$ cat config.mk
export PLATFORM = sky130hd
export DESIGN_NAME = lps_ctrl
export DESIGN_NICKNAME = d
export VERILOG_FILES = /design/src/pkg/lps_pkg.sv /design/src/core/lps_stab_timer.sv /design/src/core/lps_ctrl.sv
export SDC_FILE = /design/constraint.sdc
export NUM_CORES = 1
export LEC_CHECK = 0
export ABC_AREA = 1
export BUFFER_PORTS_ARGS = -buffer_cell sky130_fd_sc_hd__buf_2
export CAP_MARGIN = 40
export CORE_MARGIN = 3
export CORE_UTILIZATION = 49
export DETAILED_ROUTE_END_ITERATION = 16
export GPL_TIMING_DRIVEN = 0
export MAX_ROUTING_LAYER = met4
export PLACE_DENSITY = 0.82
export SLEW_MARGIN = 30
export SYNTH_ARGS = -nofsm -noshare
export SYNTH_HDL_FRONTEND = slang
export SYNTH_SLANG_ARGS = --single-unit
$ cat constraint.sdc
create_clock -name CLK -period 1.8 [get_ports CLK]
set_input_delay 0.36 -clock CLK [delete_from_list [all_inputs] [get_ports CLK]]
set_output_delay 0.36 -clock CLK [all_outputs]
set_load 0.01 [all_outputs]
$ cat src/pkg/lps_pkg.sv
/*
 Constants and types shared by the low-power wait/stop controller.
 Assumes a single system clock and a synchronous, active-high reset.
*/
// Contract
// - Wait instruction halts the core, keeps state.
// - Peripherals keep their clock during wait.
// - Wait leaves the active oscillator running.
// - Enabled peripheral interrupts end wait.
// - Reset in wait or stop restarts normally.
// - Wait exit resumes with no stabilisation delay.
// - Stop entered only with watchdog disabled.
// - Stop halts oscillator until interrupt or reset.
// - Stop exit waits for oscillator stabilisation.
// - Main-routine sleep: service interrupt, then continue.
// - Non-maskable sleep: just continue, stay non-maskable.
// - Interrupt-routine sleep, normal wake: continue routine.
// - Interrupt-routine sleep, non-maskable wake: service first.
// - Waking never changes the oscillator selection.
// - Active watchdog turns stop into wait.
// - Global enable low: only reset wakes.
// - Pending enabled interrupt skips wait or stop.
// - Global enable is bit 4 at C8h.
package lps_pkg;

	// Data address of the write-only interrupt option register.
	localparam logic [7:0] IRQ_OPTION_REG_ADDR = 8'hC8;
	// Bit position of the global interrupt enable in that register.
	localparam int GLOBAL_IRQ_ENABLE_BIT = 4;
	// Value of the interrupt option register after reset.
	localparam logic [7:0] IRQ_OPTION_REG_RST = 8'h00;
	// Default number of maskable interrupt request lines.
	localparam int N_IRQ_DEF = 4;
	// Number of low lines that are external pins and can wake from stop.
	localparam int N_EXT_IRQ = 2;
	// Default oscillator stabilisation delay in cycles after stop.
	localparam int STAB_CYCLES_DEF = 1024;

	// Controller states, one-hot.
	typedef enum logic [3:0] {
		ST_RUN = 4'h1,
		ST_WAIT = 4'h2,
		ST_STOP = 4'h4,
		ST_STAB = 4'h8
	} lps_state_t;

	// Processor context reported by the core; code 3 is illegal.
	typedef enum logic [1:0] {
		CTX_NORMAL = 2'h0,
		CTX_IRQ = 2'h1,
		CTX_NMI = 2'h2
	} lps_ctx_t;

endpackage

$ cat src/core/lps_stab_timer.sv
/*
 Oscillator stabilisation timer for the low-power controller.
 Assumes run is held high for the whole delay and dropped after done.
*/
`timescale 1ns/1ns
module lps_stab_timer #(
	parameter int CYCLES = lps_pkg::STAB_CYCLES_DEF
) (
	input wire logic clk,
	input wire logic rst,
	input wire logic run,
	output logic done
);
	import lps_pkg::*;

	// Counter width covers the full delay.
	localparam int CW = $clog2(CYCLES + 1);
	localparam logic [CW-1:0] LAST = CW'(CYCLES - 1);

	// Refuse a delay that could not count at least one cycle.
	generate
		if (CYCLES < 1) begin : g_bad
			$error("lps_stab_timer needs CYCLES of at least one");
		end
	endgenerate

	// Cycles spent so far in the current delay.
	logic [CW-1:0] cnt_r;

	// Count while running, restart from zero whenever idle.
	always_ff @(posedge clk) begin
		if (rst || !run) begin
			// Idle or in reset, so the next delay starts from zero.
			cnt_r <= '0;
		end else begin
			// One more stabilisation cycle has gone by.
			cnt_r <= cnt_r + CW'(1);
		end
	end

	// Done rises in the last cycle of the delay.
	assign done = run && (cnt_r == LAST);

endmodule

$ cat src/core/lps_ctrl.sv
/*
 Wait/stop low-power controller sitting between the instruction decoder,
 the core, the interrupt sources, the watchdog and the oscillator.
 Assumes the core reports its context and pending requests already
 masked by each peripheral's own enable; RST merges pin and watchdog reset.
*/
`timescale 1ns/1ns
module lps_ctrl #(
	parameter int N_IRQ = lps_pkg::N_IRQ_DEF,
	parameter int STAB_CYCLES = lps_pkg::STAB_CYCLES_DEF
) (
	input wire logic CLK,
	input wire logic RST,
	input wire logic WAIT_EXEC,
	input wire logic STOP_EXEC,
	input wire lps_pkg::lps_ctx_t CORE_CTX,
	input wire logic WDG_ACTIVE,
	input wire logic [N_IRQ-1:0] IRQ_PEND,
	input wire logic NMI_REQ,
	input wire logic IOR_WR,
	input wire logic [7:0] IOR_ADDR,
	input wire logic [7:0] IOR_DATA,
	output logic CORE_HALT,
	output logic OSC_RUN,
	output logic PERIPH_CLK_EN,
	output logic GLOBAL_IRQ_ENABLE,
	output logic SKIP,
	output logic RESUME,
	output logic RESUME_TAKE_IRQ,
	output lps_pkg::lps_state_t LP_STATE
);
	import lps_pkg::*;

	// Refuse fewer request lines than the external pins need.
	generate
		if (N_IRQ < N_EXT_IRQ) begin : g_bad
			$error("lps_ctrl needs N_IRQ of at least N_EXT_IRQ");
		end
	endgenerate

	// A wake-up needs the global enable; the non-maskable line counts too.
	function automatic logic wake_ok(input logic gen, input logic irq, input logic nmi);
		wake_ok = gen && (irq || nmi);
	endfunction

	// Present state and its next value.
	lps_state_t state_r;
	lps_state_t state_nxt;
	// Global interrupt enable held from the option register.
	logic gen_r;
	// Context captured when low power was entered.
	lps_ctx_t ctx_r;
	// Set when the waking request was the non-maskable one.
	logic nmi_wake_r;
	logic nmi_wake_nxt;
	// Registered outputs and their next values.
	logic halt_r;
	logic osc_run_r;
	logic skip_r;
	logic skip_nxt;
	logic resume_r;
	logic resume_nxt;
	logic take_r;
	logic take_nxt;
	// Decoded conditions used by the sequencer.
	logic sleep_req;
	logic pend_any;
	logic wake_any;
	logic wake_ext;
	logic stab_done;

	// Any sleep instruction executed by the core this cycle.
	assign sleep_req = WAIT_EXEC || STOP_EXEC;
	// An enabled request already waiting when the instruction runs.
	assign pend_any = wake_ok(gen_r, |IRQ_PEND, NMI_REQ);
	// Wake sources while the clock runs: every peripheral request.
	assign wake_any = wake_ok(gen_r, |IRQ_PEND, NMI_REQ);
	// Wake sources while stopped: only the external lines and the non-maskable request.
	assign wake_ext = wake_ok(gen_r, |IRQ_PEND[N_EXT_IRQ-1:0], NMI_REQ);

	// Stabilisation delay runs only in its own state.
	lps_stab_timer #(
		.CYCLES(STAB_CYCLES)
	) u_stab (
		.clk(CLK),
		.rst(RST),
		.run(state_r == ST_STAB),
		.done(stab_done)
	);

	// Decide how the core resumes from the captured context and wake kind.
	function automatic logic take_for(input lps_ctx_t ctx, input logic nmi);
		unique case (ctx)
			CTX_NORMAL: take_for = 1'b1;
			CTX_NMI: take_for = 1'b0;
			CTX_IRQ: take_for = nmi;
			default: take_for = 1'b0;
		endcase
	endfunction

	// Sequencer: entry, skip, wake and stabilisation.
	always_comb begin
		state_nxt = state_r;
		skip_nxt = 1'b0;
		resume_nxt = 1'b0;
		take_nxt = 1'b0;
		nmi_wake_nxt = nmi_wake_r;
		unique case (state_r)
			ST_RUN: begin
				if (sleep_req && pend_any) begin
					// The instruction is dropped and the core carries on.
					skip_nxt = 1'b1;
				end else if (STOP_EXEC && !WDG_ACTIVE) begin
					state_nxt = ST_STOP;
				end else if (sleep_req) begin
					// Stop with an active watchdog falls back to wait.
					state_nxt = ST_WAIT;
				end
			end
			ST_WAIT: begin
				if (wake_any) begin
					// Clock never stopped, so resume on the next edge.
					state_nxt = ST_RUN;
					resume_nxt = 1'b1;
					take_nxt = take_for(ctx_r, NMI_REQ);
					nmi_wake_nxt = NMI_REQ;
				end
			end
			ST_STOP: begin
				if (wake_ext) begin
					// Restart the oscillator and hold the core meanwhile.
					state_nxt = ST_STAB;
					nmi_wake_nxt = NMI_REQ;
				end
			end
			ST_STAB: begin
				if (stab_done) begin
					state_nxt = ST_RUN;
					resume_nxt = 1'b1;
					take_nxt = take_for(ctx_r, nmi_wake_r);
				end
			end
		endcase
	end

	// State register; reset always returns to the run state.
	always_ff @(posedge CLK) begin
		if (RST) begin
			state_r <= ST_RUN;
		end else begin
			state_r <= state_nxt;
		end
	end

	// Context is captured as the core enters low power.
	always_ff @(posedge CLK) begin
		if (RST) begin
			ctx_r <= CTX_NORMAL;
		end else if (state_r == ST_RUN && state_nxt != ST_RUN) begin
			ctx_r <= CORE_CTX;
		end
	end

	// Kind of the waking request, kept through stabilisation.
	always_ff @(posedge CLK) begin
		if (RST) begin
			nmi_wake_r <= 1'b0;
		end else begin
			nmi_wake_r <= nmi_wake_nxt;
		end
	end

	// Global enable follows writes to the option register.
	always_ff @(posedge CLK) begin
		if (RST) begin
			gen_r <= IRQ_OPTION_REG_RST[GLOBAL_IRQ_ENABLE_BIT];
		end else if (IOR_WR && IOR_ADDR == IRQ_OPTION_REG_ADDR) begin
			gen_r <= IOR_DATA[GLOBAL_IRQ_ENABLE_BIT];
		end
	end

	// Core halt is held in every state but run.
	always_ff @(posedge CLK) begin
		if (RST) begin
			halt_r <= 1'b0;
		end else begin
			halt_r <= (state_nxt != ST_RUN);
		end
	end

	// Oscillator stops only in the stop state; wait keeps it going.
	always_ff @(posedge CLK) begin
		if (RST) begin
			osc_run_r <= 1'b1;
		end else begin
			osc_run_r <= (state_nxt != ST_STOP);
		end
	end

	// One-cycle answers towards the core.
	always_ff @(posedge CLK) begin
		if (RST) begin
			skip_r <= 1'b0;
			resume_r <= 1'b0;
			take_r <= 1'b0;
		end else begin
			skip_r <= skip_nxt;
			resume_r <= resume_nxt;
			take_r <= take_nxt;
		end
	end

	// Outputs come straight from the registers above.
	assign CORE_HALT = halt_r;
	assign OSC_RUN = osc_run_r;
	// Peripherals are clocked whenever the oscillator runs.
	assign PERIPH_CLK_EN = osc_run_r;
	// Oscillator selection is owned by the program; nothing here drives it.
	assign GLOBAL_IRQ_ENABLE = gen_r;
	assign SKIP = skip_r;
	assign RESUME = resume_r;
	assign RESUME_TAKE_IRQ = take_r;
	assign LP_STATE = state_r;

	// Cycles spent in stabilisation, read only by a check.
	int stab_len;
	always_ff @(posedge CLK) begin
		if (RST) begin
			stab_len <= 0;
		end else if (state_r == ST_STAB) begin
			stab_len <= stab_len + 1;
		end else begin
			stab_len <= 0;
		end
	end
endmodule

==> results of run 1 <==
-- where the power goes --
part	switching (mW)	internal [mW]	leakage, nW
Combinational	0.0675	0.0508	0.466
Clock	0.161	0.124	0.0210
Sequential	0.0107	0.544	0.196
-- cell families after synthesis --
| group | synth area share [%] |
|---|---|
| AOI/OAI and AO/OA | 9.44 |
| adders and majority gates | 1.04 |
| buffers and inverters | 9.65 |
| DFF | 39.8 |
| and+or+nand+nor | 40.0 |
-- what timing repair did --
action / CTS / global route
resized for setup: 0 / 5
hold buffers: 0 / 0
setup endpoints to repair: 0 / 2
setup buffers: 0 / 4
-- metal layers --
layer  wire [um]  vias up
li1            -      643
met4          39        0
met5           0        -
met1        1150      489
met3         197        8
met2        1020       41
-- cell usage after synthesis, types with 2 or more instances --
master	count	area, sq um
o21ai_0	6	30.0
nor2_1	25	93.8
nand4_1	3	18.8
inv_2	6	22.5
nand3_2	2	20.0
nor3_1	6	30.0
dfxtp_1	24	480
nand3_1	14	70.1
nand2_2	4	25.0
nor2_4	3	33.8
inv_1	22	82.6
nor2_2	3	18.8
or2_2	3	18.8
nand2_1	33	124
a21oi_1	14	70.1
-- worst max path at each step --
stage                     depth (start not counted)                     to  slack (ps)                        from
after floorplan                                  12  ctx_r[0]$_SDFFE_PP0P_         310  u_stab.cnt_r[0]$_SDFF_PP0_
after global placement                           13  ctx_r[0]$_SDFFE_PP0P_          60                 IRQ_PEND[1]
after detailed placement                         13  ctx_r[0]$_SDFFE_PP0P_          80                 IRQ_PEND[1]
after CTS                                        12  ctx_r[0]$_SDFFE_PP0P_          90  u_stab.cnt_r[0]$_SDFF_PP0_
after global routing                             12  ctx_r[0]$_SDFFE_PP0P_         -30  u_stab.cnt_r[0]$_SDFF_PP0_
final                                            12  ctx_r[0]$_SDFFE_PP0P_         150  u_stab.cnt_r[0]$_SDFF_PP0_
-- per-stage QoR --
stage | utilization [%] | setup TNS (ps) | hold WS, ps
5_1_grt | 64.8 | -26.2 | 267
3_3_place_gp | 61.4 | 0 | 410
3_5_place_dp | 61.4 | 0 | 415
2_1_floorplan | - | 0 | 399
6_report | 64.8 | 0 | 256
4_1_cts | 62.9 | 0 | 257
-- cell type report --
| type | count | area, sq um |
|---|---|---|
| buffer | 2 | 11.3 |
| clock buffer | 4 | 36.3 |
| fill | 209 | 801 |
| inverter | 28 | 105 |
| multi-input combinational | 123 | 619 |
| sequential | 24 | 483 |
| tap | 28 | 35.0 |
| timing repair buffer | 35 | 185 |
-- tightest hold or removal path, cell delays in order --
cell and delay, ps:
buf_2 90, inv_1 40, a21oi_1 50
==> impl_results.md, run 1 <==
* Outcome: finished clean
* Syn Std Cell Area at about 1200 sq um
* Worst path cell trace: ha_2, nand2_2, nor2_4, nand3_2, nand2_2, nand2_2, nor2_4, nand3_1, nor2_2, nor2_1, nor2_1, nor2_1
* Worst hold path class: input port to register
* Routability cong. at between 0.9 and 1
* Die Area at approximately 3100 sq um
* FF-to-FF path depth at 12
* Num rows at 17
* Die width at between 50 and 60 um
* Measured slew at the worst slew-check pin at between 400 and 500 ps
* Proportion of synthesized chip area in sequential cells at about two fifths
* Synthesis-to-layout area growth at 22.3%
* Total power at roughly 0.96 mW
* Wire length per cell at between 9 and 10 um
* Post-route ant nets at 0
* Max reg flops at 11
* Dominant synthesized flop cell: dfxtp_1
* Total Routing Usage GR at ~17%
* Critical path startpoint category: register
* H-tree depth at 1
* Dpl ws at ~76 ps
* Hold-critical path depth at 3
* Largest net degree at the start of global routing at 14
* Hold path startpoint: IOR_DATA[4]
* CP top delay family: simple AND/OR/NAND/NOR gates
* Final worst path period share at 91.5%
* Cell Pwr Density at between 600 and 700 nW/um^2
* Synthesized Nets at approximately 210
* Busiest grt layer: met2
* Worst setup EP type: register
* DR DRC count at 0
* Number of vias per cell at around 4.8
* #FFs+latches synth at 24
* IO Count at 40
* Starting density of the core at roughly 53%
* Worst Path Arrival at roughly 1900 ps
* Met3 Use GR at roughly 3.2%
* Largest Register: u_stab.cnt_r
* PortBufs at 31
* Non-Filler Instances at 244
* Initial detailed-routing violation count at 35
* Final WS setup at around 150 ps
* Antenna Cells at 0
* Max-slew violations at 0
* Slew headroom at a little under three quarters
* Clk buf depth at 2
* Slowest CP cell: dfxtp_2
* Die Ht at approximately 56 um
* Count of different cell masters after synthesis at 24
* CP Data Required Time at 2030 ps
* Commonest non-fill, non-tap cells in the layout: nand2_1, buf_2, nor2_1
* Root Buffer: clkbuf_4
* R2R Path Start: u_stab.cnt_r[0]$_SDFF_PP0_
* Synthesized area per cell at 6.81 sq um
* CTS tree: done
* Dpl cells at between 200 and 250
* Grt met2 use at roughly a quarter
* CP peak stage delay at 360 ps
* Hold EP: GLOBAL_IRQ_ENABLE$_SDFFE_PP0P_
* DP HPWL at 1890 um
* Core Footprint at about 2300 sq um
* Most common cell after layout, fill and taps aside: nand2_1
* RR Endpoint: ctx_r[0]$_SDFFE_PP0P_
* EDFF count, synth at 0
* Vias in the first global route at approximately 1100
* Maximum vdd drop at 0.515 mV
* Fin. Hold Viols at 0
* CTS buffer count at 3
* Final setup fails at 0
* Max Clock Skew at 3.06 ps
* Aggregate routed wire length at 2410 um
* FMAX at between 600 and 700 MHz
* Max-Cap Viols at 0
* Clk_lat worst skew at 310 ps
* Clock Pin Slew Worst Setup and Hold Paths at between 100 and 150 ps
* Met1 usage at between 20% and 30%
* CTS sink cnt at 24
* Via Count at roughly 1200
* Ys Warns at 0
* GR Overflow Total at 0
* Post-synth ARST share at 0%
* Drt pass-1 iters at 4
* Setup slack on the worst flop-to-flop path at about 150 ps
* Min cycle time layout at 1650 ps
* Syn Inst Count at 177
* Critical Setup Path Class: register to register
* CP max FO at 3
* Share of layout cells above drive strength 1 at 31.0%
* Final net count at 247
* Post-Layout Inst Area at between 1000 and 1500 sq um
* Antenna violations before repair at 0
* Critical path buffers and inverters at 0
* Pleak at about 0.68 nW
* Global-route wire length before repair at 4280 um
* DP Area at roughly 1400 sq um
No activity file was read; power rests on OpenSTA's default activity.
==> run 2: changes to the inputs <==
Settings changed: CELL_PAD_IN_SITES_DETAIL_PLACEMENT from default to 1, CELL_PAD_IN_SITES_GLOBAL_PLACEMENT from default to 2, CORE_UTILIZATION 49 to 26.
==> run 2 against run 1 <==
Against the previous run:
- power up 3.7%
- clock power up 9.9%
- hold slack better by 74 ps
- global-route usage down 5.2 points
- via count up 2.5%
- final cell count up 9.0%
- die area up 78%
- highest routed layer unchanged
==> impl_results.md, run 2 (synthesis results as in run 1) <==
* Outcome: finished clean
* Die Ht at 74.1 um (+33%)
* Antenna violations before repair at 0 (unchanged)
* Max-Cap Viols at 0 (unchanged)
* Worst hold path class: input port to register
* Slew headroom at 67.5% (-4.2 points)
* Max reg flops at 11 (unchanged)
* Sequential share of power at 55.9% (-2.1 points)
* Cell Pwr Density at 658 nW/um^2 (+1.3%)
* Min cycle time layout at 1630 ps (-14.0 ps)
* Max Clock Skew at 5.94 ps (+2.88 ps)
* Wire length per cell at 11.0 um (+11%)
* R2R Path Start: u_stab.cnt_r[0]$_SDFF_PP0_
* P_sw at 0.248 mW (+3.7%)
* CTS sink cnt at 24 (unchanged)
* H-tree depth at 1 (unchanged)
* CTS tree: done
* Fin. Hold Viols at 0 (unchanged)
* Hold path startpoint: IOR_DATA[4]
* Clk buf depth at 2 (unchanged)
* Aggregate routed wire length at 2920 um (+21%)
* Vias in the first global route at 1118 (+5.6%)
* Clock Pin Slew Worst Setup and Hold Paths at 80 ps (-50 ps)
* Maximum vdd drop at 0.289 mV (-44%)
* Comb power frac at 12.6% (+0.3 points)
* Largest Register: u_stab.cnt_r
* Drt pass-1 iters at 4 (unchanged)
* Num rows at 24 (+7)
* Slowest CP cell: dfxtp_2
* Core Footprint at 4410 sq um (+94%)
* GR Overflow Total at 0 (unchanged)
* Final worst path period share at 90.7% (-0.78 points)
* Switch share at 24.9% (about the same)
* Most frequent CP cell: nor2_1
* CP max FO at 4 (+1)
* Setup crit start: u_stab.cnt_r[0]$_SDFF_PP0_
* CP Data Required Time at 1960 ps (-70 ps)
* Clock power frac at 31.5% (+1.8 points)
* Post-CTS Hold Buffers at 0 (unchanged)
* Final setup fails at 0 (unchanged)
* Antenna Cells at 0 (unchanged)
* FMAX at 613 MHz (+0.86%)
* DR DRC count at 0 (unchanged)
* Pleak at 0.681 nW (-0.33%)
* Final net count at 246 (-0.40%)
* Global-route wire length before repair at 4970 um (+16%)
* Starting density of the core at 27.3% (-26 points)
* CTS buffer count at 3 (unchanged)
* Worst setup EP type: register
* Clk_lat worst skew at 260 ps (-50 ps)
* Synthesis-to-layout area growth at 25.2%
* Post-route ant nets at 0 (unchanged)
* Worst Path Arrival at 1790 ps (-80 ps)
* Number of vias per cell at 4.55 (-6.0%)
* Post-Layout Inst Area at 1510 sq um (+2.4%)
* Via Count at 1210 (+2.5%)
* Die Area at 5490 sq um (+78%)
* Total Routing Usage GR at 11.9% (-5.2 points)
* Critical path startpoint category: register
* Die width at 74.1 um (+33%)
* CP peak stage delay at 350 ps (about the same)
* Pint at 0.746 mW (+3.7%)
* Initial detailed-routing violation count at 39 (+11%)
* Worst path cell trace: ha_2, nand2_2, nor2_4, nand4_1, nand3_2, nand3_1, nor2_2, nor2_1, nor2_1, nor2_1
* Measured slew at the worst slew-check pin at 483 ps (+62.4 ps)
* DP Area at 1430 sq um (+2.2%)
* Commonest non-fill, non-tap cells in the layout: nand2_1, buf_2, nor2_1
* Hold-critical path depth at 3 (unchanged)
* Most common cell after layout, fill and taps aside: nand2_1
* FF-to-FF path depth at 10 (-2)
* DP HPWL at 2440 um (+29%)
* Critical Setup Path Class: register to register
* Share of layout cells above drive strength 1 at 30.8% (-0.18 points)
* IO Count at 40 (unchanged)
* Dpl ws at -0.242 ps (-76.3 ps)
* Total power at 0.993 mW (+3.7%)
* PortBufs at 31 (unchanged)
* Final WS setup at 168 ps (+14.0 ps)
* Root Buffer: clkbuf_8
* Largest net degree at the start of global routing at 13 (-1)
* Routability cong. at 0.796 (-13%)
* Max-slew violations at 0 (unchanged)
==> run 2: power groups by stage <==
stage | registers [mW] | clock network, mW | logic, mW
final | 0.556 | 0.312 | 0.125
after global routing | 0.558 | 0.350 | 0.145
after CTS | 0.556 | 0.325 | 0.120
after detailed placement | 0.568 | 0 | 0.120
after global placement | 0.568 | 0 | 0.118
after floorplan | 0.570 | 0 | 0.0683
==> run 2: worst paths after layout <==
| path | slack, ps | endpoint |
|---|---|---|
| max | 170 | ctx_r[1]$_SDFFE_PP0P_ |
| min | 330 | GLOBAL_IRQ_ENABLE$_SDFFE_PP0P_ |
| max reg2reg | 170 | ctx_r[1]$_SDFFE_PP0P_ |
| min reg2reg | 420 | u_stab.cnt_r[0]$_SDFF_PP0_ |
==> run 2: per-stage QoR <==
| stage | setup TNS, ps | hold slack (ps) | util, % | cells |
|---|---|---|---|---|
| finish | 0 | 330 | 34.2 | 266 |
| global route | -3.94 | 327 | 34.2 | 266 |
| CTS | 0 | 330 | 33.2 | 263 |
| detailed placement | -0.242 | 431 | 32.3 | 260 |
| global placement | 0 | 430 | 32.3 | 260 |
| floorplan | 0 | 399 | - | 177 |
==> run 2: repair_timing <==
action,CTS,global route
resized for setup,0,7
setup endpoints to repair,0,2
buffers inserted,0,3
==> run 2: worst max-delay path: cells and delay by family, from the launching register on <==
| family | cells | cell delay (ps) |
|---|---|---|
| adder cells (fa/ha/maj) | 1 | 180 |
| flip-flops | 1 | 350 |
| AND/OR/NAND/NOR | 9 | 1000 |
==> run 2: cell type report <==
class	instances	area, sq um
Tap cell	52	65.1
Timing Repair Buffer	34	178
Multi-Input combinational cell	123	627
Buffer	2	11.3
Fill cell	576	2900
Sequential cell	24	483
Clock buffer	3	41.3
Inverter	28	105
==> run 2: layer usage <==
metal | vias up | routed length (um) | GRT usage (%)
met5 | - | 0 | -
met4 | 0 | 34 | 4.23
met3 | 4 | 82 | 1.08
met2 | 18 | 1320 | 17.7
met1 | 552 | 1480 | 16.7
li1 | 636 | - | -
